<file path="src/logic/fpc_map.svh">
// Register offsets, field positions, keys and reset values for the flash protection block
`ifndef FPC_MAP_SVH
`define FPC_MAP_SVH

// ----------------------------------------------------------------
// Register byte offsets
// ----------------------------------------------------------------
`define FPC_OFS_CTRL        4'h0
`define FPC_OFS_OPTION      4'h4
`define FPC_OFS_STATUS      4'h8

// ----------------------------------------------------------------
// Control register fields and values
// ----------------------------------------------------------------
`define FPC_CTRL_RESET      3'h0
`define FPC_BIT_PROG        0
`define FPC_BIT_LATCH       1
`define FPC_BIT_OPTSEL      2
`define FPC_KEY_FIRST       8'h56
`define FPC_KEY_SECOND      8'hAE

// ----------------------------------------------------------------
// Option and status fields
// ----------------------------------------------------------------
`define FPC_BIT_READOUT     0
`define FPC_BIT_WRERASE     1
`define FPC_BIT_UNLOCKED    2
`define FPC_BIT_ERASING     3
`define FPC_BIT_REFUSED     4

// ----------------------------------------------------------------
// Bus responses
// ----------------------------------------------------------------
`define FPC_RESP_OKAY       2'h0
`define FPC_RESP_SLVERR     2'h2

`endif

</file>
<file path="src/logic/fpc_pkg.sv">
// Types shared by the flash protection block
`default_nettype none

package fpc_pkg;

	// ----------------------------------------------------------------
	// State machines
	// ----------------------------------------------------------------
	typedef enum logic [2:0]
	{
		FPC_KEY_LOCKED = 3'b001,
		FPC_KEY_FIRST  = 3'b010,
		FPC_KEY_OPEN   = 3'b100
	} fpc_key_e;

	typedef enum logic [1:0]
	{
		FPC_ER_IDLE  = 2'b01,
		FPC_ER_ERASE = 2'b10
	} fpc_erase_e;

	typedef logic [7:0] fpc_byte_t;

endpackage : fpc_pkg
`default_nettype wire

</file>
<file path="src/logic/fpc_key_unlock.sv">
// Two-key unlock sequencer for the flash program control register
`timescale 1ns/100ps
`default_nettype none
`include "fpc_map.svh"

module fpc_key_unlock
(
	// Clock and reset
	input  wire logic             aclk,
	input  wire logic             aresetn,
	input  wire logic             ce,
	// Key writes
	input  wire logic             key_wr,
	input  wire fpc_pkg::fpc_byte_t key_data,
	// Unlock state
	output logic                  unlocked,
	output logic                  next_unlocked
);
	import fpc_pkg::*;

	fpc_key_e state;
	fpc_key_e next_state;

	// ----------------------------------------------------------------
	// Key sequence
	// ----------------------------------------------------------------
	always_comb
	begin
		next_state = state;
		if (ce && key_wr)
		begin
			case (state)
				FPC_KEY_LOCKED:
					next_state = (key_data == `FPC_KEY_FIRST) ? FPC_KEY_FIRST : FPC_KEY_LOCKED; // [RULE_09]
				FPC_KEY_FIRST:
					// Any wrong byte drops back, no partial credit [RULE_11]
					next_state = (key_data == `FPC_KEY_SECOND) ? FPC_KEY_OPEN : FPC_KEY_LOCKED; // [RULE_09]
				FPC_KEY_OPEN:
					next_state = FPC_KEY_OPEN;
				default:
					next_state = FPC_KEY_LOCKED;
			endcase
		end
		next_unlocked = (next_state == FPC_KEY_OPEN);
	end

	always_ff @(posedge aclk)
	begin
		if (!aresetn)
		begin
			state    <= FPC_KEY_LOCKED;
			unlocked <= 1'b0;
		end
		else
		begin
			state    <= next_state;
			unlocked <= next_unlocked;
		end
	end
endmodule : fpc_key_unlock
`default_nettype wire

</file>
<file path="src/logic/fpc_flash_protect.sv">
// Flash readout and write/erase protection with program control over AXI4-Lite
// ----------------------------------------------------------------
// Summary of operation
// (RULE_01) Readout lock blocks program memory extraction and refuses flash writes.
// (RULE_02) Readout lock also blocks extraction of the data EEPROM.
// (RULE_03) Clearing readout lock mass-erases flash and EEPROM before reprogramming opens.
// (RULE_04) Readout lock is a dedicated bit in the option byte.
// (RULE_05) Write/erase lock blocks flash program and erase; EEPROM stays writable. Code blocks program only; clearing readout lock still mass-erases.
// (RULE_06) Write/erase lock, once set, can never be cleared. Code clears it at reset and reloads it from opt_init_wrerase.
// (RULE_07) Write/erase lock is its own option bit, independent of readout lock.
// (RULE_08) Control register is 8 bits, resets to 00h, bits 7..3 zero.
// (RULE_09) Keys 56h then AEh written to control register unlock programming control.
// (RULE_10) External programming tools send the two keys themselves before commands.
// (RULE_11) A wrong key relocks; control bits ignore writes until fully unlocked.
// ----------------------------------------------------------------
`timescale 1ns/100ps
`default_nettype none
`include "fpc_map.svh"

module fpc_flash_protect
(
	// Clock, reset, enable
	input  wire logic        aclk,
	input  wire logic        aresetn,
	input  wire logic        ce,
	// Option byte contents loaded at reset release
	input  wire logic        opt_init_readout,
	input  wire logic        opt_init_wrerase,
	// AXI4-Lite write
	input  wire logic [3:0]  awaddr,
	input  wire logic        awvalid,
	output logic             awready,
	input  wire logic [31:0] wdata,
	input  wire logic [3:0]  wstrb,
	input  wire logic        wvalid,
	output logic             wready,
	output logic [1:0]       bresp,
	output logic             bvalid,
	input  wire logic        bready,
	// AXI4-Lite read
	input  wire logic [3:0]  araddr,
	input  wire logic        arvalid,
	output logic             arready,
	output logic [31:0]      rdata,
	output logic [1:0]       rresp,
	output logic             rvalid,
	input  wire logic        rready,
	// Memory array handshakes
	input  wire logic        prog_done,
	input  wire logic        erase_done,
	// Permissions and commands to the arrays
	output logic             prog_ext_read_en,
	output logic             eeprom_ext_read_en,
	output logic             prog_write_en,
	output logic             eeprom_write_en,
	output logic             data_latch_en,
	output logic             program_pulse,
	output logic             mass_erase_req
);
	import fpc_pkg::*;

	// ----------------------------------------------------------------
	// Bus slave state
	// ----------------------------------------------------------------
	logic        aw_held, next_aw_held;
	logic        w_held, next_w_held;
	logic [3:0]  wr_addr, next_wr_addr;
	logic [7:0]  wr_byte, next_wr_byte;
	logic        wr_lane, next_wr_lane;
	logic        next_awready, next_wready, next_bvalid, next_arready, next_rvalid;
	logic [1:0]  next_bresp, next_rresp;
	logic [31:0] next_rdata;
	logic        wr_go;

	// ----------------------------------------------------------------
	// Protection state
	// ----------------------------------------------------------------
	logic [2:0]  ctrl_bits, next_ctrl_bits;
	logic        readout, next_readout;
	logic        wrerase, next_wrerase;
	logic        refused, next_refused;
	logic        straps_taken, next_straps_taken;
	fpc_erase_e  er_state, next_er_state;
	logic        unlocked, next_unlocked;
	logic        key_wr;
	logic        next_program_pulse;
	logic        wr_ctrl, wr_opt, wr_stat;

	assign wr_go   = aw_held && w_held && !bvalid;
	assign wr_ctrl = wr_go && wr_lane && wr_addr == `FPC_OFS_CTRL;
	assign wr_opt  = wr_go && wr_lane && wr_addr == `FPC_OFS_OPTION;
	assign wr_stat = wr_go && wr_lane && wr_addr == `FPC_OFS_STATUS;
	// Locked control writes are key bytes, never control data [RULE_11]
	assign key_wr  = wr_ctrl && !unlocked;

	fpc_key_unlock u_key
	(
		.aclk          (aclk),
		.aresetn       (aresetn),
		.ce            (ce),
		.key_wr        (key_wr),
		.key_data      (wr_byte),
		.unlocked      (unlocked),
		.next_unlocked (next_unlocked)
	);

	// ----------------------------------------------------------------
	// AXI4-Lite slave
	// ----------------------------------------------------------------
	always_comb
	begin
		next_aw_held = aw_held;
		next_w_held  = w_held;
		next_wr_addr = wr_addr;
		next_wr_byte = wr_byte;
		next_wr_lane = wr_lane;
		next_bvalid  = bvalid;
		next_bresp   = bresp;
		next_rvalid  = rvalid;
		next_rdata   = rdata;
		next_rresp   = rresp;
		if (awvalid && awready)
		begin
			next_aw_held = 1'b1;
			next_wr_addr = awaddr;
		end
		if (wvalid && wready)
		begin
			next_w_held  = 1'b1;
			next_wr_byte = wdata[7:0];
			next_wr_lane = wstrb[0];
		end
		if (bvalid && bready)
			next_bvalid = 1'b0;
		if (wr_go)
		begin
			next_aw_held = 1'b0;
			next_w_held  = 1'b0;
			next_bvalid  = 1'b1;
			next_bresp   = (wr_addr == `FPC_OFS_CTRL || wr_addr == `FPC_OFS_OPTION ||
				wr_addr == `FPC_OFS_STATUS) ? `FPC_RESP_OKAY : `FPC_RESP_SLVERR;
		end
		if (rvalid && rready)
			next_rvalid = 1'b0;
		if (arvalid && arready)
		begin
			next_rvalid = 1'b1;
			next_rresp  = `FPC_RESP_OKAY;
			case (araddr)
				`FPC_OFS_CTRL:   next_rdata = {29'h0, ctrl_bits}; // [RULE_08]
				`FPC_OFS_OPTION: next_rdata = {30'h0, wrerase, readout};
				`FPC_OFS_STATUS: next_rdata = {27'h0, refused, er_state == FPC_ER_ERASE,
					unlocked, wrerase, readout};
				default:
				begin
					next_rdata = 32'h0000_0000;
					next_rresp = `FPC_RESP_SLVERR;
				end
			endcase
		end
		next_awready = !next_aw_held && !next_bvalid;
		next_wready  = !next_w_held && !next_bvalid;
		next_arready = !next_rvalid;
	end

	always_ff @(posedge aclk)
	begin
		if (!aresetn)
		begin
			aw_held <= 1'b0;
			w_held  <= 1'b0;
			wr_addr <= 4'h0;
			wr_byte <= 8'h00;
			wr_lane <= 1'b0;
			awready <= 1'b0;
			wready  <= 1'b0;
			bvalid  <= 1'b0;
			bresp   <= `FPC_RESP_OKAY;
			arready <= 1'b0;
			rvalid  <= 1'b0;
			rdata   <= 32'h0000_0000;
			rresp   <= `FPC_RESP_OKAY;
		end
		else if (ce)
		begin
			aw_held <= next_aw_held;
			w_held  <= next_w_held;
			wr_addr <= next_wr_addr;
			wr_byte <= next_wr_byte;
			wr_lane <= next_wr_lane;
			awready <= next_awready;
			wready  <= next_wready;
			bvalid  <= next_bvalid;
			bresp   <= next_bresp;
			arready <= next_arready;
			rvalid  <= next_rvalid;
			rdata   <= next_rdata;
			rresp   <= next_rresp;
		end
	end

	// ----------------------------------------------------------------
	// Option byte, control bits and mass erase
	// ----------------------------------------------------------------
	always_comb
	begin
		next_ctrl_bits     = ctrl_bits;
		next_readout       = readout;
		next_wrerase       = wrerase;
		next_refused       = refused;
		next_er_state      = er_state;
		next_straps_taken  = 1'b1;
		next_program_pulse = 1'b0;
		// Straps caught on the first clock after release, never by the reset itself
		if (!straps_taken)
		begin
			next_readout = opt_init_readout;
			next_wrerase = opt_init_wrerase;
		end
		if (wr_stat && wr_byte[`FPC_BIT_REFUSED])
			next_refused = 1'b0;
		if (wr_ctrl && unlocked)
		begin
			next_ctrl_bits[`FPC_BIT_OPTSEL] = wr_byte[`FPC_BIT_OPTSEL];
			next_ctrl_bits[`FPC_BIT_LATCH]  = wr_byte[`FPC_BIT_LATCH];
			if (wr_byte[`FPC_BIT_PROG] && !wr_byte[`FPC_BIT_OPTSEL])
			begin
				if (readout || wrerase || er_state == FPC_ER_ERASE) // [RULE_01] [RULE_05]
					next_refused = 1'b1;
				else
				begin
					next_ctrl_bits[`FPC_BIT_PROG] = 1'b1;
					next_program_pulse            = 1'b1;
				end
			end
		end
		if (ctrl_bits[`FPC_BIT_PROG] && prog_done && !next_program_pulse)
			next_ctrl_bits[`FPC_BIT_PROG] = 1'b0;
		// Option byte is only reachable through the unlocked option select
		if (wr_opt)
		begin
			if (!unlocked || !ctrl_bits[`FPC_BIT_OPTSEL] || er_state == FPC_ER_ERASE)
				next_refused = 1'b1;
			else
			begin
				// Lock bit only ever ORs in here; only reset and the strap reload clear it [RULE_06] [RULE_07]
				next_wrerase = wrerase | wr_byte[`FPC_BIT_WRERASE];
				if (wr_byte[`FPC_BIT_READOUT])
					next_readout = 1'b1; // [RULE_04]
				else if (readout)
					next_er_state = FPC_ER_ERASE; // [RULE_03]
			end
		end
		case (er_state)
			FPC_ER_IDLE: ;
			FPC_ER_ERASE:
				if (erase_done)
				begin
					// Lock drops only after both arrays report erased [RULE_03]
					next_readout  = 1'b0;
					next_er_state = FPC_ER_IDLE;
				end
			default: next_er_state = FPC_ER_IDLE;
		endcase
	end

	always_ff @(posedge aclk)
	begin
		if (!aresetn)
		begin
			ctrl_bits          <= `FPC_CTRL_RESET; // [RULE_08]
			readout            <= 1'b1;
			wrerase            <= 1'b0;
			refused            <= 1'b0;
			straps_taken       <= 1'b0;
			er_state           <= FPC_ER_IDLE;
			prog_ext_read_en   <= 1'b0;
			eeprom_ext_read_en <= 1'b0;
			prog_write_en      <= 1'b0;
			eeprom_write_en    <= 1'b0;
			data_latch_en      <= 1'b0;
			program_pulse      <= 1'b0;
			mass_erase_req     <= 1'b0;
		end
		else if (ce)
		begin
			ctrl_bits          <= next_ctrl_bits;
			readout            <= next_readout;
			wrerase            <= next_wrerase;
			refused            <= next_refused;
			straps_taken       <= next_straps_taken;
			er_state           <= next_er_state;
			prog_ext_read_en   <= !next_readout; // [RULE_01]
			eeprom_ext_read_en <= !next_readout; // [RULE_02]
			prog_write_en      <= next_unlocked && !next_readout && !next_wrerase && // [RULE_05]
				next_er_state == FPC_ER_IDLE;
			eeprom_write_en    <= next_unlocked && next_er_state == FPC_ER_IDLE; // [RULE_05]
			data_latch_en      <= next_ctrl_bits[`FPC_BIT_LATCH];
			program_pulse      <= next_program_pulse;
			mass_erase_req     <= next_er_state == FPC_ER_ERASE;
		end
	end
endmodule : fpc_flash_protect
`default_nettype wire

</file>
<file path="config.mk">
export PLATFORM = sky130hd
export DESIGN_NAME = fpc_flash_protect
export DESIGN_NICKNAME = d
export VERILOG_FILES = /design/src/logic/fpc_pkg.sv /design/src/logic/fpc_key_unlock.sv /design/src/logic/fpc_flash_protect.sv
export VERILOG_INCLUDE_DIRS = /design/src /design/src/logic
export SDC_FILE = /design/constraint.sdc
export NUM_CORES = 1
export LEC_CHECK = 0
export ABC_CLOCK_PERIOD_IN_PS = 1850
export BUFFER_PORTS_ARGS = -buffer_cell sky130_fd_sc_hd__buf_2
export CAP_MARGIN = 10
export CORE_ASPECT_RATIO = 2
export CORE_UTILIZATION = 42
export DETAILED_ROUTE_END_ITERATION = 6
export PLACE_DENSITY = 0.75
export SLEW_MARGIN = 20
export SYNTH_ARGS = -nofsm -noshare
export SYNTH_HDL_FRONTEND = slang
export SYNTH_SLANG_ARGS = --single-unit
</file>
<file path="constraint.sdc">
create_clock -name aclk -period 1.85 [get_ports aclk]
set_input_delay 0.0925 -clock aclk [delete_from_list [all_inputs] [get_ports aclk]]
set_output_delay 0.0925 -clock aclk [all_outputs]
set_load 0.02 [all_outputs]
</file>
==> implementation parameters, run 1 <==
Parameter                              Value

Floorplan
  Row cnt    37
  Die area    5698 sq um
  Effective utilization at floorplan    44.00%
  Number of primary I/O pins    104
  Die extent in y    105.8 um
  Horizontal extent of the die    53.88 um
  Core box area    5139 sq um

Timing
  Period Utilization, post-route    107.9%
  RSZ-0062 raised after global routing    yes
  Final Skew    0.004646 ns
  Post-layout minimum cycle time    1.996 ns
  Final count of negative-setup-slack endpoints    4
  Worst rel slew slack    66.38%
  PnR worst setup slack    -0.1460 ns
  Setup TNS Final    -0.3305 ns
  Hold slack final    0.03219 ns
  Number of max-slew violations in the final report    0
  Worst-Margin Slew    0.4916 ns
  Fmax    501.0 MHz
  Final number of hold-violating endpoints    0

GRT
  GRT Overall Usage    19.02%
  Remaining global-route overflow    0
  Global-route wire length before repair    8017 um
  Via count of the first global-routing pass    1930
  Largest net degree at the start of global routing    30
  Antenna violations before repair    0

Detailed routing
  Router iterations before antenna repair    4
  Iter 0 DRT Violations    35
  Via-to-Cell Ratio    5.202
  Antenna violation net count after detailed routing    0
  DR DRC count    0
  Detail-routed net length per standard cell    13.51 um
  WL final    5159 um
  Count of vias placed by the detailed router    1987

Critical path
  Worst r2r dst    prog_write_en
  Worst R2R Setup Slack    -0.15 ns
  Worst EP arrival    2.21 ns
  Cells on worst reg2reg path    5
  Critical Path Source Type    flop
  Worst setup path category    reg -> reg
  Crit path capture type    flop
  Required @ worst endpoint    2.06 ns
  Critical path peak fanout    3
  Worst setup path startpoint    wr_addr[0]
  Termination of the worst setup path    prog_write_en
  Worst r2r src    wr_addr[0]

Clock tree
  Maximum level of the CTS H-tree    2
  Clock transition at the register clock pins on the worst setup and hold paths after CTS    0.08 ns
  Root Driver    clkbuf_8
  Clock network latency to the later pin of the worst-skew pair    0.30 ns
  CTS sink cnt    45
  CTS Buf Count    5
  CTS tree    yes
  Bufs on Longest Clock Path    2
  Quantity of hold-fixing buffers added after cts    0

Run status
  Status    finished, violations left
  Violations in the final reports    setup timing

Finish
  Number of filler cells placed in the layout    505
  Sequential cell area    904.6 sq um
  Layout area overhead    21.75%
  Multi-input combinational cell area    1245 sq um
  Final #Nets    382
  Final antenna diode count    0
  Layout cells sized above 1    28.70%

Worst hold path
  Worst min-delay path category    in -> reg
  Worst Min Path Start    wdata[2]

Place
  Half-perimeter wire length after placement    3819 um
  Global placement routability congestion    0.8632
  IO buf count    47

Synth
  Average cell area after synthesis    8.763 sq um
  Number of enable flip-flop cells after synthesis    0
  Share of flip-flops with an asynchronous set or reset after synthesis    0%
  Sequential-to-total area share from yosys stat    39.85%
  Most used flip-flop cell after synthesis    dfxtp_1
  Synth warnings    0
  Gate count after technology mapping    258
  Area of the mapped netlist    2261 sq um
  Number of flip-flops and latches in the synthesized netlist    45
  Synth cell types    47

Run
  Number of maximum-capacitance violations    0

Power
  Power per cell area    719.7 nW/um^2
  Peak ir drop on the vdd network    0.0005265 V
  Static leakage    1.197 nW
## where the power goes
part,internal [mW],leakage (nW),switching (mW),total (mW)
clock network,0.393,0.0540,0.321,0.714
registers,0.992,0.367,0.0210,1.01
logic,0.0905,0.777,0.164,0.254
## worst max-delay path, stage by stage (launching register included)
cell	delay (ns)
dfxtp_2	0.33
or3b_4	0.39
or4b_4	0.49
o31a_1	0.27
nand4b_1	0.19
o31ai_1	0.23
## per-stage QoR
step	std cells	area, sq um	setup WS (ns)	util, %	power, mW
after detailed placement	375	2591	-0.1245	50.43	1.280
final	382	2753	-0.1460	53.57	1.981
after global placement	375	2591	-0.06211	50.43	1.275
after floorplan	286	2374	-0.05137	-	1.240
after global routing	382	2753	-0.1946	53.57	2.063
after CTS	382	2728	-0.1440	53.08	1.988
## worst min path at each step
stage | slack [ns] | cells past startpoint | to
after detailed placement | 0.35 | 3 | wr_byte[2]
after global placement | 0.34 | 3 | wr_byte[5]
final | 0.03 | 3 | wr_byte[2]
after global routing | 0.03 | 3 | wr_byte[1]
after floorplan | 0.24 | 2 | wr_byte[0]
after CTS | 0.03 | 3 | wr_byte[2]
## cells by family after synthesis
family	Yosys count	synth area share, %
flops	45	39.84
xor+xnor	1	0.3875
other cells	1	0.1659
simple gates	100	24.63
buf+inv	45	12.45
mux	11	4.925
compound gates	53	16.49
fa+ha+maj	2	1.107
## layout make-up
type	count	share of cell area, %
inverters	7	0.9545
multi-input cells	196	45.23
flip-flops and latches	45	32.86
clock buffers	5	2.500
repair buffers	69	14.55
well taps	58	2.636
clock inverters	2	1.273
## flip-flops by register name, indices dropped and copies added, names as in the netlist, 2 cells and up
name and flops:
wr_byte 8, rdata 5, wr_addr 4, ctrl_bits 3, u_key.state 3, er_state 2
## cell usage in the layout, fill, tap and decap left out, types with 3 or more instances in the layout
master / netlist / final
o211ai_1: 3 / 3
nand3_1: 6 / 6
inv_1: 6 / 6
o21a_1: 3 / 3
nand2_1: 30 / 30
and2_1: 5 / 5
dfxtp_2: 0 / 3
a211oi_1: 3 / 3
nor2_1: 11 / 11
a21oi_1: 8 / 7
a21boi_0: 14 / 14
clkbuf_8: 0 / 5
a22oi_1: 4 / 4
dfxtp_1: 45 / 42
o21ai_0: 6 / 4
nand2b_1: 3 / 3
nor4_1: 6 / 3
buf_2: 0 / 47
buf_4: 30 / 22
nor2b_1: 18 / 18
nor4bb_1: 3 / 3
mux2i_1: 10 / 10
nand4b_1: 3 / 3
conb_1: 1 / 29
## synthesized netlist by cell type (all sizes together) (3+ instances only)
cell | count | area share, %
nor2 | 11 | 1.8
buf | 31 | 10
nor2b | 18 | 5.0
nand4b | 3 | 1.2
o21a | 3 | 1.0
a22oi | 4 | 1.3
dfxtp | 45 | 40
nand3 | 6 | 1.3
and2 | 5 | 1.4
inv | 6 | 1.0
mux2i | 10 | 4.4
a21boi | 14 | 4.6
a211oi | 3 | 1.0
o211ai | 3 | 1.0
nand2b | 3 | 0.83
nor3 | 3 | 0.66
nor4bb | 3 | 1.3
nor4 | 6 | 1.7
clkbuf | 7 | 1.2
a21oi | 8 | 1.8
nand2 | 30 | 5.0
o21ai | 6 | 1.3
## layer usage
metal	track usage, %	wire (um)
met1	18.03	1842
met2	35.98	2981
met3	2.165	190
met4	10.15	144
met5	0	0
## what timing repair did
action                                  CTS  global route
endpoints found under the setup margin   11            11
resized for setup                         7             6
setup buffers                             0             0
pin swaps                                 0             3
No activity file was read; power rests on OpenSTA's default activity.
==> run 2: changes to the inputs <==
Settings changed: SKIP_LAST_GASP set to 1.
==> run 2 against run 1 <==
Against the previous run: critical path type unchanged; clock power hardly changed; final area stayed put; the run still ends with setup timing left; worst setup slack stayed put.
==> implementation parameters, run 2 (synthesis results as in run 1) <==
Parameter                              Value

Critical path
  Cell with the largest stage delay on the worst path    or4b_4
  Critical path peak fanout    3 (unchanged)
  Crit path capture type    flop
  Cell-by-cell listing of the critical path    or3b_4 > or4b_4 > o31a_1 > nand4b_1 > o31ai_1
  Cell family with most CP delay    simple AND/OR/NAND/NOR gates
  Buffers plus inverters on the worst setup path    0 (unchanged)
  Critical Path Source Type    flop
  Worst setup path category    reg -> reg
  Stage delay of the slowest cell on the critical path    0.49 ns (about the same)
  Required @ worst endpoint    2.06 ns (about the same)
  Worst EP arrival    2.21 ns (about the same)

Floorplan
  Number of primary I/O pins    104 (unchanged)
  Effective utilization at floorplan    44.00% (unchanged)
  Row cnt    37 (unchanged)
  Die extent in y    105.8 um (unchanged)
  Die area    5698 sq um (unchanged)
  Horizontal extent of the die    53.88 um (unchanged)
  Core box area    5139 sq um (unchanged)

Detailed routing
  Via-to-Cell Ratio    5.202 (unchanged)
  Antenna violation net count after detailed routing    0 (unchanged)
  Count of vias placed by the detailed router    1987 (unchanged)
  WL final    5159 um (unchanged)
  Detail-routed net length per standard cell    13.51 um (unchanged)
  Iter 0 DRT Violations    35 (unchanged)
  Router iterations before antenna repair    4 (unchanged)
  DR DRC count    0 (unchanged)

Finish
  Leading cell type in the layout, fill and taps excluded    buf_2
  Layout area overhead    21.75% (unchanged)
  Post-route cell area    2753 sq um (unchanged)
  Number of filler cells placed in the layout    505 (unchanged)
  Leading cell types in the layout, fill and taps excluded    47 x buf_2, 42 x dfxtp_1, 30 x nand2_1
  Final #Nets    382 (unchanged)
  Final antenna diode count    0 (unchanged)
  Core occupancy in the finished layout    53.57% (unchanged)
  Biggest registers after layout    wr_byte: 8 flops, rdata: 5 flops, wr_addr: 4 flops
  Reg with most FFs    wr_byte
  Layout cells sized above 1    28.70% (unchanged)
  Max reg flops    8 (unchanged)

Timing
  Period Utilization, post-route    107.9% (unchanged)
  PnR worst setup slack    -0.1460 ns (unchanged)
  Final count of negative-setup-slack endpoints    4 (unchanged)
  Final Skew    0.004646 ns (unchanged)
  Fmax    501.0 MHz (unchanged)
  Worst rel slew slack    66.38% (unchanged)
  Post-layout minimum cycle time    1.996 ns (unchanged)
  Worst-Margin Slew    0.4916 ns (unchanged)
  Final number of hold-violating endpoints    0 (unchanged)
  RSZ-0062 raised after global routing    yes
  Number of max-slew violations in the final report    0 (unchanged)

Power
  Power per cell area    719.7 nW/um^2 (unchanged)
  Static leakage    1.197 nW (unchanged)
  Total power draw    1.981 mW (unchanged)
  Peak ir drop on the vdd network    0.0005265 V (unchanged)

Place
  Half-perimeter wire length after placement    3819 um (unchanged)
  IO buf count    47 (unchanged)
  Placed cell area    2591 sq um (unchanged)
  Global placement routability congestion    0.8632 (unchanged)
  Worst Setup Slack post-DPL    -0.1245 ns (unchanged)

Clock tree
  Root Driver    clkbuf_8
  Clock network latency to the later pin of the worst-skew pair    0.30 ns (about the same)
  CTS tree    yes
  CTS sink cnt    45 (unchanged)
  Clock transition at the register clock pins on the worst setup and hold paths after CTS    0.08 ns (about the same)
  Maximum level of the CTS H-tree    2 (unchanged)
  Bufs on Longest Clock Path    2 (unchanged)
  CTS Buf Count    5 (unchanged)

GRT
  GRT Overall Usage    19.02% (unchanged)
  Global-route wire length before repair    8017 um (unchanged)
  Largest net degree at the start of global routing    30 (unchanged)
  Antenna violations before repair    0 (unchanged)
  Remaining global-route overflow    0 (unchanged)
  Via count of the first global-routing pass    1930 (unchanged)

Worst hold path
  Worst min-delay path category    in -> reg

Run status
  Violations in the final reports    setup timing
  Status    finished, violations left

Run
  Number of maximum-capacitance violations    0 (unchanged)
## run 2: cell counts in the layout (fill, tap and decap cells not counted)
No cell type changed its count.
## run 2: power by group
part	switching [mW]	leakage, nW	internal, mW	total [mW]
combinational	0.164	0.777	0.0905	0.254
clock	0.321	0.0540	0.393	0.714
sequential	0.0210	0.367	0.992	1.01
## run 2: cell type report
type	instances	area [sq um]	share of cell area, %
inverter	7	26.28	0.9545
sequential	45	904.6	32.86
multi-input combinational	196	1245	45.23
timing repair buffer	69	400.4	14.55
tap	58	72.57	2.636
clock buffer	5	68.82	2.500
clock inverter	2	35.03	1.273
## run 2: layer usage
layer / GRT usage, % / share of wire (%) / vias to the layer above
met2: 35.98 / 58 / 70
li1: - / - / 976
met5: 0 / 0 / -
met1: 18.03 / 36 / 928
met4: 10.15 / 2.8 / 0
met3: 2.165 / 3.7 / 13
## run 2: path summary, 6_finish.rpt
check                                start             to  slack, ns  depth (start not counted)
worst max-delay path            wr_addr[0]  prog_write_en      -0.15                          5
worst min-delay path              wdata[2]     wr_byte[2]       0.03                          3
worst max register to register  wr_addr[0]  prog_write_en      -0.15                          5
worst min register to register  wr_byte[5]     wr_byte[5]       0.48                          2
## run 2: worst register-to-register path, stage by stage (launching register included)
cell and delay [ns]:
dfxtp_2 0.33, or3b_4 0.39, or4b_4 0.49, o31a_1 0.27
nand4b_1 0.19, o31ai_1 0.23
## run 2: metrics by stage
| stage | TNS (ns) | hold WS (ns) | instances |
|---|---|---|---|
| after global placement | -0.2436 | 0.3445 | 375 |
| after global routing | -0.9046 | 0.03186 | 382 |
| after CTS | -0.5355 | 0.02975 | 382 |
| after floorplan | -0.05623 | 0.2374 | 286 |
| final | -0.3305 | 0.03219 | 382 |
| after detailed placement | -0.4993 | 0.3510 | 375 |
## run 2: what timing repair did
item	in CTS	in global routing
hold buffers	0	0
buffers inserted	0	0
resized for setup	5	8
endpoints found under the setup margin	11	11
pin swaps	0	3
